<file path="src/mid_pkg.sv">
// Constants and carrier types for the instruction decoder core
package mid_pkg;
    localparam int unsigned CLK_HZ = 25000000;
    localparam int unsigned PHASES_PER_CYCLE = 4;
    localparam logic [1:0] FETCH_PHASE = 2'h1;
    localparam logic [1:0] LAST_PHASE = 2'(PHASES_PER_CYCLE - 1);
    localparam logic [12:0] PC_RESET = 13'h0000;
    localparam logic [4:0] REG_CTRL = 5'h00;
    localparam logic [4:0] REG_STATUS = 5'h04;
    localparam logic [4:0] REG_ACC = 5'h08;
    localparam logic [4:0] REG_PC = 5'h0c;
    localparam logic [4:0] REG_WAKE = 5'h10;
    localparam logic [6:0] FA_TIMER0 = 7'h01;
    localparam logic [6:0] FA_PCLOW = 7'h02;
    localparam logic [6:0] FA_STATUS = 7'h03;
    localparam logic [6:0] FA_PORT = 7'h06;
    localparam logic [13:0] CW_RETURN = 14'h0008;
    localparam logic [13:0] CW_RETINT = 14'h0009;
    localparam logic [13:0] CW_STANDBY = 14'h0063;
    localparam logic [13:0] CW_WDOG_CLEAR = 14'h0064;
    localparam logic [1:0] GRP_BYTE = 2'h0;
    localparam logic [1:0] GRP_BIT = 2'h1;
    localparam logic [1:0] GRP_JUMP = 2'h2;
    localparam logic [1:0] GRP_LIT = 2'h3;
    typedef enum logic [3:0] {
        OP_MOVE_W, OP_CLEAR, OP_SUB_W, OP_DEC, OP_OR_W, OP_AND_W, OP_XOR_W, OP_ADD_W,
        OP_MOVE_F, OP_COMPL, OP_INC, OP_DEC_SKIP, OP_ROT_RIGHT, OP_ROT_LEFT, OP_SWAP,
        OP_INC_SKIP
    } mid_byte_op_t;
    localparam logic [3:0] LIT_OR = 4'h8;
    localparam logic [3:0] LIT_AND = 4'h9;
    localparam logic [3:0] LIT_XOR = 4'ha;
    typedef struct packed {
        logic timeoutFlag;
        logic powerdownFlag;
        logic zero;
        logic digitCarryFlag;
        logic carry;
    } mid_flags_t;
    localparam mid_flags_t FLAGS_RESET = 5'h18;
    typedef struct packed {
        logic [1:0] phase;
        logic run;
        logic prescaleToTimer;
        logic sleeping;
        logic flush;
        logic [13:0] ir;
        logic [12:0] pc;
        logic [7:0] acc;
        mid_flags_t flags;
        logic [2:0] sp;
        logic [7:0] portOut;
        logic [7:0] portMeta;
        logic [7:0] portSync;
        logic ack;
        logic [31:0] rdata;
        logic wdogClear;
        logic prescaleClear;
    } mid_state_t;
    localparam mid_state_t ST_RESET = '{flags: FLAGS_RESET, pc: PC_RESET, default: '0};
endpackage

</file>
<file path="src/mid_core.sv">
// Instruction decode and execution core with Avalon-MM control slave
// Notes on behaviour
// - Decrement-skip writes decremented value to destination, skips next if zero.
// - Increment-skip writes incremented value to destination, skips next if zero.
// - Byte OR of accumulator and file, to destination, touches zero only.
// - Byte XOR of accumulator and file, to destination, touches zero only.
// - Rotates left or right through carry, to destination, touch carry only.
// - Bit group clears, sets, skips on clear or skips on set, by three-bit index.
// - Bit test skips next instruction when the bit is clear, flags untouched.
// - Literal OR into accumulator, zero flag only, one cycle.
// - Literal XOR into accumulator, zero flag only.
// - Literal minus accumulator into accumulator, updates carry, digit carry, zero.
// - Return loading literal into accumulator takes two cycles.
// - Standby word sets timeout, clears powerdown, one cycle.
// - Port reads for read-modify-write use synchronised pin levels, not latch.
// - Writing the timer zero register clears prescaler when assigned to it.
// - Taken skips and program counter changes cost a second, idle cycle.
// - Destination bit zero writes accumulator, one writes the file register.
// - Each instruction cycle spans four clock periods paced by a phase counter.
`timescale 1ns/1ps
`default_nettype none
module mid_core #(
    parameter int STACK_DEPTH = 8
) (
    input wire logic clk_sys,
    input wire logic sys_rst,
    input wire logic [4:0] avs_address,
    input wire logic avs_read,
    input wire logic avs_write,
    input wire logic [31:0] avs_writedata,
    output logic [31:0] avs_readdata,
    output logic avs_waitrequest,
    output logic [12:0] progAddr,
    input wire logic [13:0] progData,
    input wire logic [7:0] portPins,
    output logic [7:0] portOut,
    output logic wdogClear,
    output logic prescaleClear,
    output logic standby
);
    if (STACK_DEPTH < 2 || STACK_DEPTH > 8) begin : g_bad_depth
        $error("STACK_DEPTH must lie between 2 and 8");
    end

    localparam logic [2:0] SP_TOP = 3'(STACK_DEPTH - 1);

    mid_pkg::mid_state_t st_q;
    mid_pkg::mid_state_t st_d;
    logic [7:0] fileMem [0:127];
    logic [12:0] stkMem [0:STACK_DEPTH-1];
    logic [7:0] fval;
    logic [7:0] res;
    logic [9:0] sum;
    logic [7:0] bitMask;
    logic [6:0] fileAddr;
    logic [2:0] spInc;
    logic [2:0] spDec;
    logic memWe;
    logic stkWe;
    logic [12:0] stkWdata;
    logic exec;
    logic wrDest;
    logic toFile;
    logic skipTake;
    logic updZ;
    logic updC;
    logic updDC;

    function automatic logic [9:0] addc(input logic [7:0] a, input logic [7:0] b,
                                        input logic ci);
        logic [4:0] lo;
        logic [8:0] full;
        lo = {1'b0, a[3:0]} + {1'b0, b[3:0]} + {4'h0, ci};
        full = {1'b0, a} + {1'b0, b} + {8'h00, ci};
        return {full[8], lo[4], full[7:0]};
    endfunction

    assign fileAddr = st_q.ir[6:0];
    assign bitMask = 8'h01 << st_q.ir[9:7];
    assign spInc = (st_q.sp == SP_TOP) ? 3'h0 : st_q.sp + 3'h1;
    assign spDec = (st_q.sp == 3'h0) ? SP_TOP : st_q.sp - 3'h1;
    assign exec = st_q.run && st_q.phase == mid_pkg::LAST_PHASE && !st_q.sleeping
                  && !st_q.flush;

    always_comb begin
        case (fileAddr)
            mid_pkg::FA_PORT: fval = st_q.portSync;
            mid_pkg::FA_STATUS: fval = {3'h0, st_q.flags};
            mid_pkg::FA_PCLOW: fval = st_q.pc[7:0];
            default: fval = fileMem[fileAddr];
        endcase
    end

    always_comb begin
        st_d = st_q;
        res = 8'h00;
        sum = 10'h000;
        memWe = 1'b0;
        stkWe = 1'b0;
        stkWdata = 13'h0000;
        wrDest = 1'b0;
        toFile = 1'b0;
        skipTake = 1'b0;
        updZ = 1'b0;
        updC = 1'b0;
        updDC = 1'b0;
        st_d.wdogClear = 1'b0;
        st_d.prescaleClear = 1'b0;
        st_d.portMeta = portPins;
        st_d.portSync = st_q.portMeta;
        st_d.ack = (avs_read | avs_write) & ~st_q.ack;
        if (avs_read && !st_q.ack) begin
            case (avs_address)
                mid_pkg::REG_CTRL: st_d.rdata = {30'h0, st_q.prescaleToTimer, st_q.run};
                mid_pkg::REG_STATUS: st_d.rdata = {26'h0, st_q.sleeping, st_q.flags};
                mid_pkg::REG_ACC: st_d.rdata = {24'h0, st_q.acc};
                mid_pkg::REG_PC: st_d.rdata = {19'h0, st_q.pc};
                default: st_d.rdata = 32'h0;
            endcase
        end
        if (avs_write && st_q.ack) begin
            case (avs_address)
                mid_pkg::REG_CTRL: begin
                    st_d.run = avs_writedata[0];
                    st_d.prescaleToTimer = avs_writedata[1];
                end
                mid_pkg::REG_WAKE: begin
                    if (avs_writedata[0]) st_d.sleeping = 1'b0;
                end
                default: ;
            endcase
        end
        if (st_q.run) st_d.phase = st_q.phase + 2'h1;
        if (st_q.run && st_q.phase == mid_pkg::FETCH_PHASE) st_d.ir = progData;
        if (st_q.run && st_q.phase == mid_pkg::LAST_PHASE && st_q.flush) begin
            st_d.flush = 1'b0;
        end
        if (exec) begin
            st_d.pc = st_q.pc + 13'h0001;
            case (st_q.ir[13:12])
                mid_pkg::GRP_BYTE: begin
                    toFile = st_q.ir[7];
                    wrDest = 1'b1;
                    updZ = 1'b1;
                    case (mid_pkg::mid_byte_op_t'(st_q.ir[11:8]))
                        mid_pkg::OP_MOVE_W: begin
                            updZ = 1'b0;
                            wrDest = st_q.ir[7];
                            res = st_q.acc;
                            case (st_q.ir)
                                mid_pkg::CW_RETURN, mid_pkg::CW_RETINT: begin
                                    st_d.sp = spDec;
                                    st_d.pc = stkMem[spDec];
                                    st_d.flush = 1'b1;
                                end
                                mid_pkg::CW_STANDBY: begin
                                    st_d.sleeping = 1'b1;
                                    st_d.flags.timeoutFlag = 1'b1;
                                    st_d.flags.powerdownFlag = 1'b0;
                                end
                                mid_pkg::CW_WDOG_CLEAR: begin
                                    st_d.wdogClear = 1'b1;
                                    st_d.flags.timeoutFlag = 1'b1;
                                    st_d.flags.powerdownFlag = 1'b1;
                                end
                                default: ;
                            endcase
                        end
                        mid_pkg::OP_CLEAR: res = 8'h00;
                        mid_pkg::OP_SUB_W: begin
                            sum = addc(fval, ~st_q.acc, 1'b1);
                            updC = 1'b1;
                            updDC = 1'b1;
                        end
                        mid_pkg::OP_DEC: res = fval - 8'h01;
                        mid_pkg::OP_OR_W: res = st_q.acc | fval;
                        mid_pkg::OP_AND_W: res = st_q.acc & fval;
                        mid_pkg::OP_XOR_W: res = st_q.acc ^ fval;
                        mid_pkg::OP_ADD_W: begin
                            sum = addc(fval, st_q.acc, 1'b0);
                            updC = 1'b1;
                            updDC = 1'b1;
                        end
                        mid_pkg::OP_MOVE_F: res = fval;
                        mid_pkg::OP_COMPL: res = ~fval;
                        mid_pkg::OP_INC: res = fval + 8'h01;
                        mid_pkg::OP_DEC_SKIP: begin
                            updZ = 1'b0;
                            res = fval - 8'h01;
                            skipTake = (res == 8'h00);
                        end
                        mid_pkg::OP_ROT_RIGHT: begin
                            updZ = 1'b0;
                            updC = 1'b1;
                            sum = {fval[0], 1'b0, st_q.flags.carry, fval[7:1]};
                        end
                        mid_pkg::OP_ROT_LEFT: begin
                            updZ = 1'b0;
                            updC = 1'b1;
                            sum = {fval[7], 1'b0, fval[6:0], st_q.flags.carry};
                        end
                        mid_pkg::OP_SWAP: begin
                            updZ = 1'b0;
                            res = {fval[3:0], fval[7:4]};
                        end
                        default: begin
                            updZ = 1'b0;
                            res = fval + 8'h01;
                            skipTake = (res == 8'h00);
                        end
                    endcase
                    if (updC) res = sum[7:0];
                end
                mid_pkg::GRP_BIT: begin
                    case (st_q.ir[11:10])
                        2'h0: begin
                            toFile = 1'b1;
                            wrDest = 1'b1;
                            res = fval & ~bitMask;
                        end
                        2'h1: begin
                            toFile = 1'b1;
                            wrDest = 1'b1;
                            res = fval | bitMask;
                        end
                        2'h2: skipTake = (fval & bitMask) == 8'h00;
                        default: skipTake = (fval & bitMask) != 8'h00;
                    endcase
                end
                mid_pkg::GRP_JUMP: begin
                    if (!st_q.ir[11]) begin
                        stkWe = 1'b1;
                        stkWdata = st_q.pc + 13'h0001;
                        st_d.sp = spInc;
                    end
                    st_d.pc = {st_q.pc[12:11], st_q.ir[10:0]};
                    st_d.flush = 1'b1;
                end
                default: begin
                    wrDest = 1'b1;
                    updZ = 1'b1;
                    casez (st_q.ir[11:8])
                        4'b00??: begin
                            updZ = 1'b0;
                            res = st_q.ir[7:0];
                        end
                        4'b01??: begin
                            updZ = 1'b0;
                            res = st_q.ir[7:0];
                            st_d.sp = spDec;
                            st_d.pc = stkMem[spDec];
                            st_d.flush = 1'b1;
                        end
                        mid_pkg::LIT_OR: res = st_q.acc | st_q.ir[7:0];
                        mid_pkg::LIT_AND: res = st_q.acc & st_q.ir[7:0];
                        mid_pkg::LIT_XOR: res = st_q.acc ^ st_q.ir[7:0];
                        4'b110?: begin
                            sum = addc(st_q.ir[7:0], ~st_q.acc, 1'b1);
                            res = sum[7:0];
                            updC = 1'b1;
                            updDC = 1'b1;
                        end
                        4'b111?: begin
                            sum = addc(st_q.ir[7:0], st_q.acc, 1'b0);
                            res = sum[7:0];
                            updC = 1'b1;
                            updDC = 1'b1;
                        end
                        default: begin
                            wrDest = 1'b0;
                            updZ = 1'b0;
                        end
                    endcase
                end
            endcase
            if (wrDest && toFile) memWe = 1'b1;
            if (wrDest && !toFile) st_d.acc = res;
            if (memWe) begin
                case (fileAddr)
                    mid_pkg::FA_STATUS: begin
                        st_d.flags.zero = res[2];
                        st_d.flags.digitCarryFlag = res[1];
                        st_d.flags.carry = res[0];
                    end
                    mid_pkg::FA_PCLOW: begin
                        st_d.pc = {st_q.pc[12:8], res};
                        st_d.flush = 1'b1;
                    end
                    mid_pkg::FA_PORT: st_d.portOut = res;
                    mid_pkg::FA_TIMER0: st_d.prescaleClear = st_q.prescaleToTimer;
                    default: ;
                endcase
            end
            if (updZ) st_d.flags.zero = (res == 8'h00);
            if (updC) st_d.flags.carry = sum[9];
            if (updDC) st_d.flags.digitCarryFlag = sum[8];
            if (skipTake) begin
                st_d.pc = st_q.pc + 13'h0002;
                st_d.flush = 1'b1;
            end
        end
    end

    always_ff @(posedge clk_sys) begin
        if (sys_rst) begin
            st_q <= mid_pkg::ST_RESET;
        end else begin
            st_q <= st_d;
        end
    end

    always_ff @(posedge clk_sys) begin
        if (memWe) fileMem[fileAddr] <= res;
        if (stkWe) stkMem[st_q.sp] <= stkWdata;
    end

    assign avs_readdata = st_q.rdata;
    assign avs_waitrequest = (avs_read | avs_write) & ~st_q.ack;
    assign progAddr = st_q.pc;
    assign portOut = st_q.portOut;
    assign wdogClear = st_q.wdogClear;
    assign prescaleClear = st_q.prescaleClear;
    assign standby = st_q.sleeping;
endmodule // mid_core
`default_nettype wire

</file>
<file path="config.mk">
export PLATFORM = sky130hd
export DESIGN_NAME = mid_core
export DESIGN_NICKNAME = d
export VERILOG_FILES = /design/src/mid_pkg.sv /design/src/mid_core.sv
export SDC_FILE = /design/constraint.sdc
export NUM_CORES = 2
export LEC_CHECK = 0
export ABC_CLOCK_PERIOD_IN_PS = 8200
export BUFFER_PORTS_ARGS = -buffer_cell sky130_fd_sc_hd__buf_2
export CELL_PAD_IN_SITES_DETAIL_PLACEMENT = 0
export CELL_PAD_IN_SITES_GLOBAL_PLACEMENT = 1
export CORE_MARGIN = 8
export CORE_UTILIZATION = 49
export DETAILED_ROUTE_END_ITERATION = 8
export HOLD_SLACK_MARGIN = 0.12
export PLACE_DENSITY_LB_ADDON = 0.1
export SKIP_LAST_GASP = 1
export SLEW_MARGIN = 20
export SYNTH_ARGS = -nofsm -noshare
export SYNTH_HDL_FRONTEND = slang
export SYNTH_SLANG_ARGS = --single-unit
</file>
<file path="constraint.sdc">
create_clock -name clk_sys -period 8.2 [get_ports clk_sys]
set_clock_uncertainty 0.2 [all_clocks]
set_input_delay 0.82 -clock clk_sys [delete_from_list [all_inputs] [get_ports clk_sys]]
set_output_delay 0.82 -clock clk_sys [all_outputs]
set_load 0.005 [all_outputs]
</file>
Word-level counts from Yosys, hierarchy flattened
Memory sizes are Yosys's and may differ from the RTL's. A register that Yosys moved wholly into a read port is not among the register bits.
Index checks and enable logic that the tools add are counted.
W data, S select, Z words.

word-level totals
  register bits = 108
  bits in writable memories = 1128
  output and inout bits = 57
  word-level logic and storage cells = 244
  memories = 2

operators by class
  add/sub/neg operators = 19
  equal/unequal tests = 39
  shifts and indexed selects = 1
  mux-type cells = 86
  bitwise logic cells = 21
  reduce and logical (&&, ||, !) cells = 54

memories
  memory   depth  bits a word  rd ports  clocked after Yosys merged registers in  write ports  line            text
  fileMem  128    8            1         1                                        1            mid_core.sv:49  logic [7:0] fileMem [0:127];
  stkMem   8      13           1         0                                        1            mid_core.sv:50  logic [12:0] stkMem [0:STACK_DEPTH-1];

operators with widths
  operator               count
  $mux W13               9
  $pmux W8 S9            1
  $pmux W13 S4           1
  $pmux W8 S3            2
  $pmux W8 S6            1
  $mux W1                41
  $pmux W10 S2           2
  $pmux W10 S4           1
  $pmux W13 S3           1
  $add A8 B8 Y9          4
  $and A8 B8 Y8          4
  $logic_not A8 Y1       4
  $eq A14 B4 Y1 const B  2
  $eq A14 B7 Y1 const B  2
  $eq A4 B4 Y1 const B   7
  $mux W3                8
  $mux W8                3
  $not A8 Y8             3
  $or A8 B8 Y8           3
  $add A4 B4 Y5          4
  $add A9 B1 Y9 const B  2
  $eq A4 B3 Y1 const B   4
  $pmux W8 S2            1
  $xor A8 B8 Y8          2
  51 further kinds       108

Logic depth before layout (Yosys ltp)
  depth in word-level cells = 11
  mapped depth = 26
  mapped depth without buffers = 20

Least setup slack after synthesis
Ideal clock, no wire load.

  path type = flip-flop to flip-flop
  start = reg (tool-made name)
  end = mem fileMem[0][5], data pin
  arrival = 7.447 ns
  slack = -0.242 ns
  cell stages (with the launch flop) = 21
  period minus slack after synthesis = 8.442 ns
  cell sequence = dfxtp_1 buf_6 buf_8 buf_6 buf_6 mux2_4 a221oi_2 nor3_1 o41a_1 and2_1 clkbuf_1 inv_1 ha_1 a21o_1 a211o_1 a21oi_1 a221oi_1 o32a_1 o211a_1 a22o_1 nor2_1

RTL lines
  item           line
  end, declared  mid_core.sv:49

==> impl_metrics.tcl <==
set metrics [dict create \
    cts_made_buffers 131 \
    synth-seq-cells 1223 \
    path_clk_slew_ps 60 \
    route.detailed.drc 0 \
    synth_compound_area_frac 0.0738 \
    grt.overflow.total 0 \
    min_from "progData[9]" \
    drv_cap 0 \
    hpwl_um 104000 \
    core_area_um2 108000 \
    layout.nets 3618 \
    grt_pass1_wl_um 224000 \
    syn-cell-area_um2 53200 \
    design_area_um2 59600 \
    post_cts_resized 0 \
    required_ps 8510 \
    finalCritPeriodShare 0.894 \
    ys_warn_count 0 \
    cts_num_sinks 1223 \
    vias 31180 \
    ant_nets 0 \
    area_growth_pct 11.9 \
    synth.distinct_cells 108 \
    antenna_found_initial 3 \
    final_max_slew_viol_count 0 \
    outcome "completed" \
    startpoint_type "flop" \
    clk_latency_ps 730 \
    clock_path_buffers 3 \
    fmax_mhz 136 \
    hold_path_depth 3 \
    yosysSeqAreaShare 0.672 \
    synth_edf_count 1128 \
    synth.area.top_cells "edfxtp_1 (64%), mux4_2 (8.9%), dfxtp_1 (3.6%)" \
    n_fill_cell 8554 \
    row_count 121 \
    detail_route.wirelength_um 155000 \
    start_util 0.492 \
    synth-xor-area-share 0.00592 \
    worst_setup_path_end_kind "flop" \
    synth_ff_type "edfxtp_1" \
    ioPinCount 120 \
    drive_gt1_frac 0.190 \
    reg2regPathDepth 22 \
    r2r_setup_slack_ps 870 \
    min_period_ps 7330 \
    die_x_um 346 \
    viasPerCell 6.25 \
    cellPowerDensity_nw_per_um2 210 \
    postSynth.asyncResetShare 0 \
    htree_num_levels 4 \
    layout_commonest_cell "edfxtp_1" \
    synth-simple-area-share 0.0655 \
    synth_top_area_share 0.636 \
    r2r-end "fileMem[57][7]" \
    hold_viol 0 \
    yosysTopAreaCell "edfxtp_1" \
    first_pass_iters 9 \
    grt_max_degree 129 \
    criticalPathCategory "reg2reg" \
    leakage_nw 16.1 \
    die_h_um 346 \
    cts_root_buf "clkbuf_16" \
    muxShareOfSynthArea 0.132 \
    ir_drop_mv 0.156 \
    routabilityCongestion 0.938 \
    worstPathMaxFanout 63 \
    grt_pass1_vias 31699 \
    rsz0062_at_grt "no" \
    synth_top_family_by_area "multiplexers" \
    mostFrequentLayoutCells "edfxtp_1 (1128), nor2_1 (281), mux4_2 (210), mux2i_1 (188), nand2_1 (178)" \
    synthCells 3368 \
    synth_fa_ha_area_frac 0.0170 \
    postPlaceCellArea_um2 55200 \
    dr.first_iter.drc_count 2852 \
    setup_viol_count_final 0 \
    worst_pin_slew_ps 1130 \
    tritoncts "yes" \
    synth_area_per_cell_um2 15.8 \
    slew_headroom 0.245 \
    fin_tns_setup_ps 0 \
    holdPathEnd "st_q[97]" \
    crit_arrival_ps 7630 \
    routedWlPerCell_um 31.1 \
    io_buffers 70 \
    dieArea_um2 119000 \
    hold_path.class "in2reg" \
    grt_use_total 0.255 \
]
worst max-delay path by stage:
stage               from              to  slack (ps)  cells after the start
detailed placement  flop  fileMem[87][6]        1000                     22
global route        flop  fileMem[45][7]         440                     22
global placement    flop  fileMem[86][6]        1010                     22
finish              flop  fileMem[57][7]         870                     22
CTS                 flop  fileMem[29][6]         950                     22
floorplan           flop   fileMem[0][4]         130                     19
registers in the layout, summed over array words and instances, names as in the netlist, named ones only:
name and cells:
avs_readdata 13, fileAddr 7, fileMem 1024, portOut 8
prescaleClear 1, progAddr 13, st_d 8, st_q 36
standby 1, stkMem 104, wdogClear 1
stage by stage:
step           hold WS, ps  utilization  setup slack [ps]  instances  power, mW
2_1_floorplan          214            -               130       3386       6.87
3_3_place_gp           229        0.510              1010       4749       6.87
3_5_place_dp           225        0.510               995       4749       6.87
4_1_cts                126        0.550               953       4989       12.6
5_1_grt                155        0.550               442       4989       12.9
6_report               169        0.550               873       4990       12.5
Yosys cell counts, types with 39 or more instances:
| master | count |
|---|---|
| nor2b_1 | 39 |
| nor2_1 | 292 |
| inv_1 | 52 |
| clkbuf_1 | 87 |
| nand3_1 | 64 |
| o21ai_0 | 73 |
| ha_1 | 66 |
| a21oi_1 | 105 |
| dfxtp_1 | 95 |
| edfxtp_1 | 1128 |
| mux4_2 | 210 |
| a22oi_1 | 88 |
| mux2i_1 | 188 |
| nand2_1 | 179 |
| buf_4 | 85 |
| nor3_1 | 59 |
metal layers:
metal	global-route usage	wire [µm]
met1	0.331	62500
met2	0.421	75200
met3	0.0524	10800
met4	0.104	6630
met5	0	7
cell type report:
class                   instances  area [µm²]  share of cell area
inverters                      57         214             0.00359
clock buffers                 158        3530              0.0592
diodes                          1        2.50           0.0000420
well taps                    1414        1770              0.0297
clock inverters                65         643              0.0108
repair buffers                217        1740              0.0292
flip-flops and latches       1223       35800               0.601
multi-input cells            1855       15900               0.266
critical path, cell delays in order (launching register included):
cell and delay (ps):
dfxtp_4 880, buf_4 420, buf_4 240, nor2b_1 290
a22o_1 260, o31ai_1 170, a311oi_2 500, nand2_1 310
nand2_1 370, inv_1 180, ha_1 270, a21o_1 200
a211o_1 340, a2111oi_0 490, nor3_1 140, xnor2_1 140
o21ai_0 140, a21oi_1 60, o21a_1 180, nor4_1 270
a21o_1 260, and2_4 330, buf_12 290
power breakdown:
| group | switching, mW | internal (mW) | total, mW | leakage [nW] |
|---|---|---|---|---|
| Clock | 2.35 | 3.43 | 5.78 | 2.04 |
| Sequential | 0.00155 | 6.71 | 6.71 | 8.67 |
| Combinational | 0.0213 | 0.0159 | 0.0371 | 5.40 |
logic make-up (layout without fill, tap and decap cells):
family | Yosys count | after routing
DFF | 1223 | 1223
and+or+nand+nor | 756 | 756
AOI/OAI and AO/OA | 548 | 548
muxes | 426 | 426
buffers and inverters | 308 | 497
adders and majority gates | 70 | 70
xor gates and xnor gates | 36 | 36
other | 1 | 20
timing repair:
action / 4_1_cts / 5_1_grt
endpoints found under the hold margin: 19 / 0
buffers inserted: 0 / 0
hold buffers: 17 / 0
Note: power is estimated with default switching activity, not from simulation.
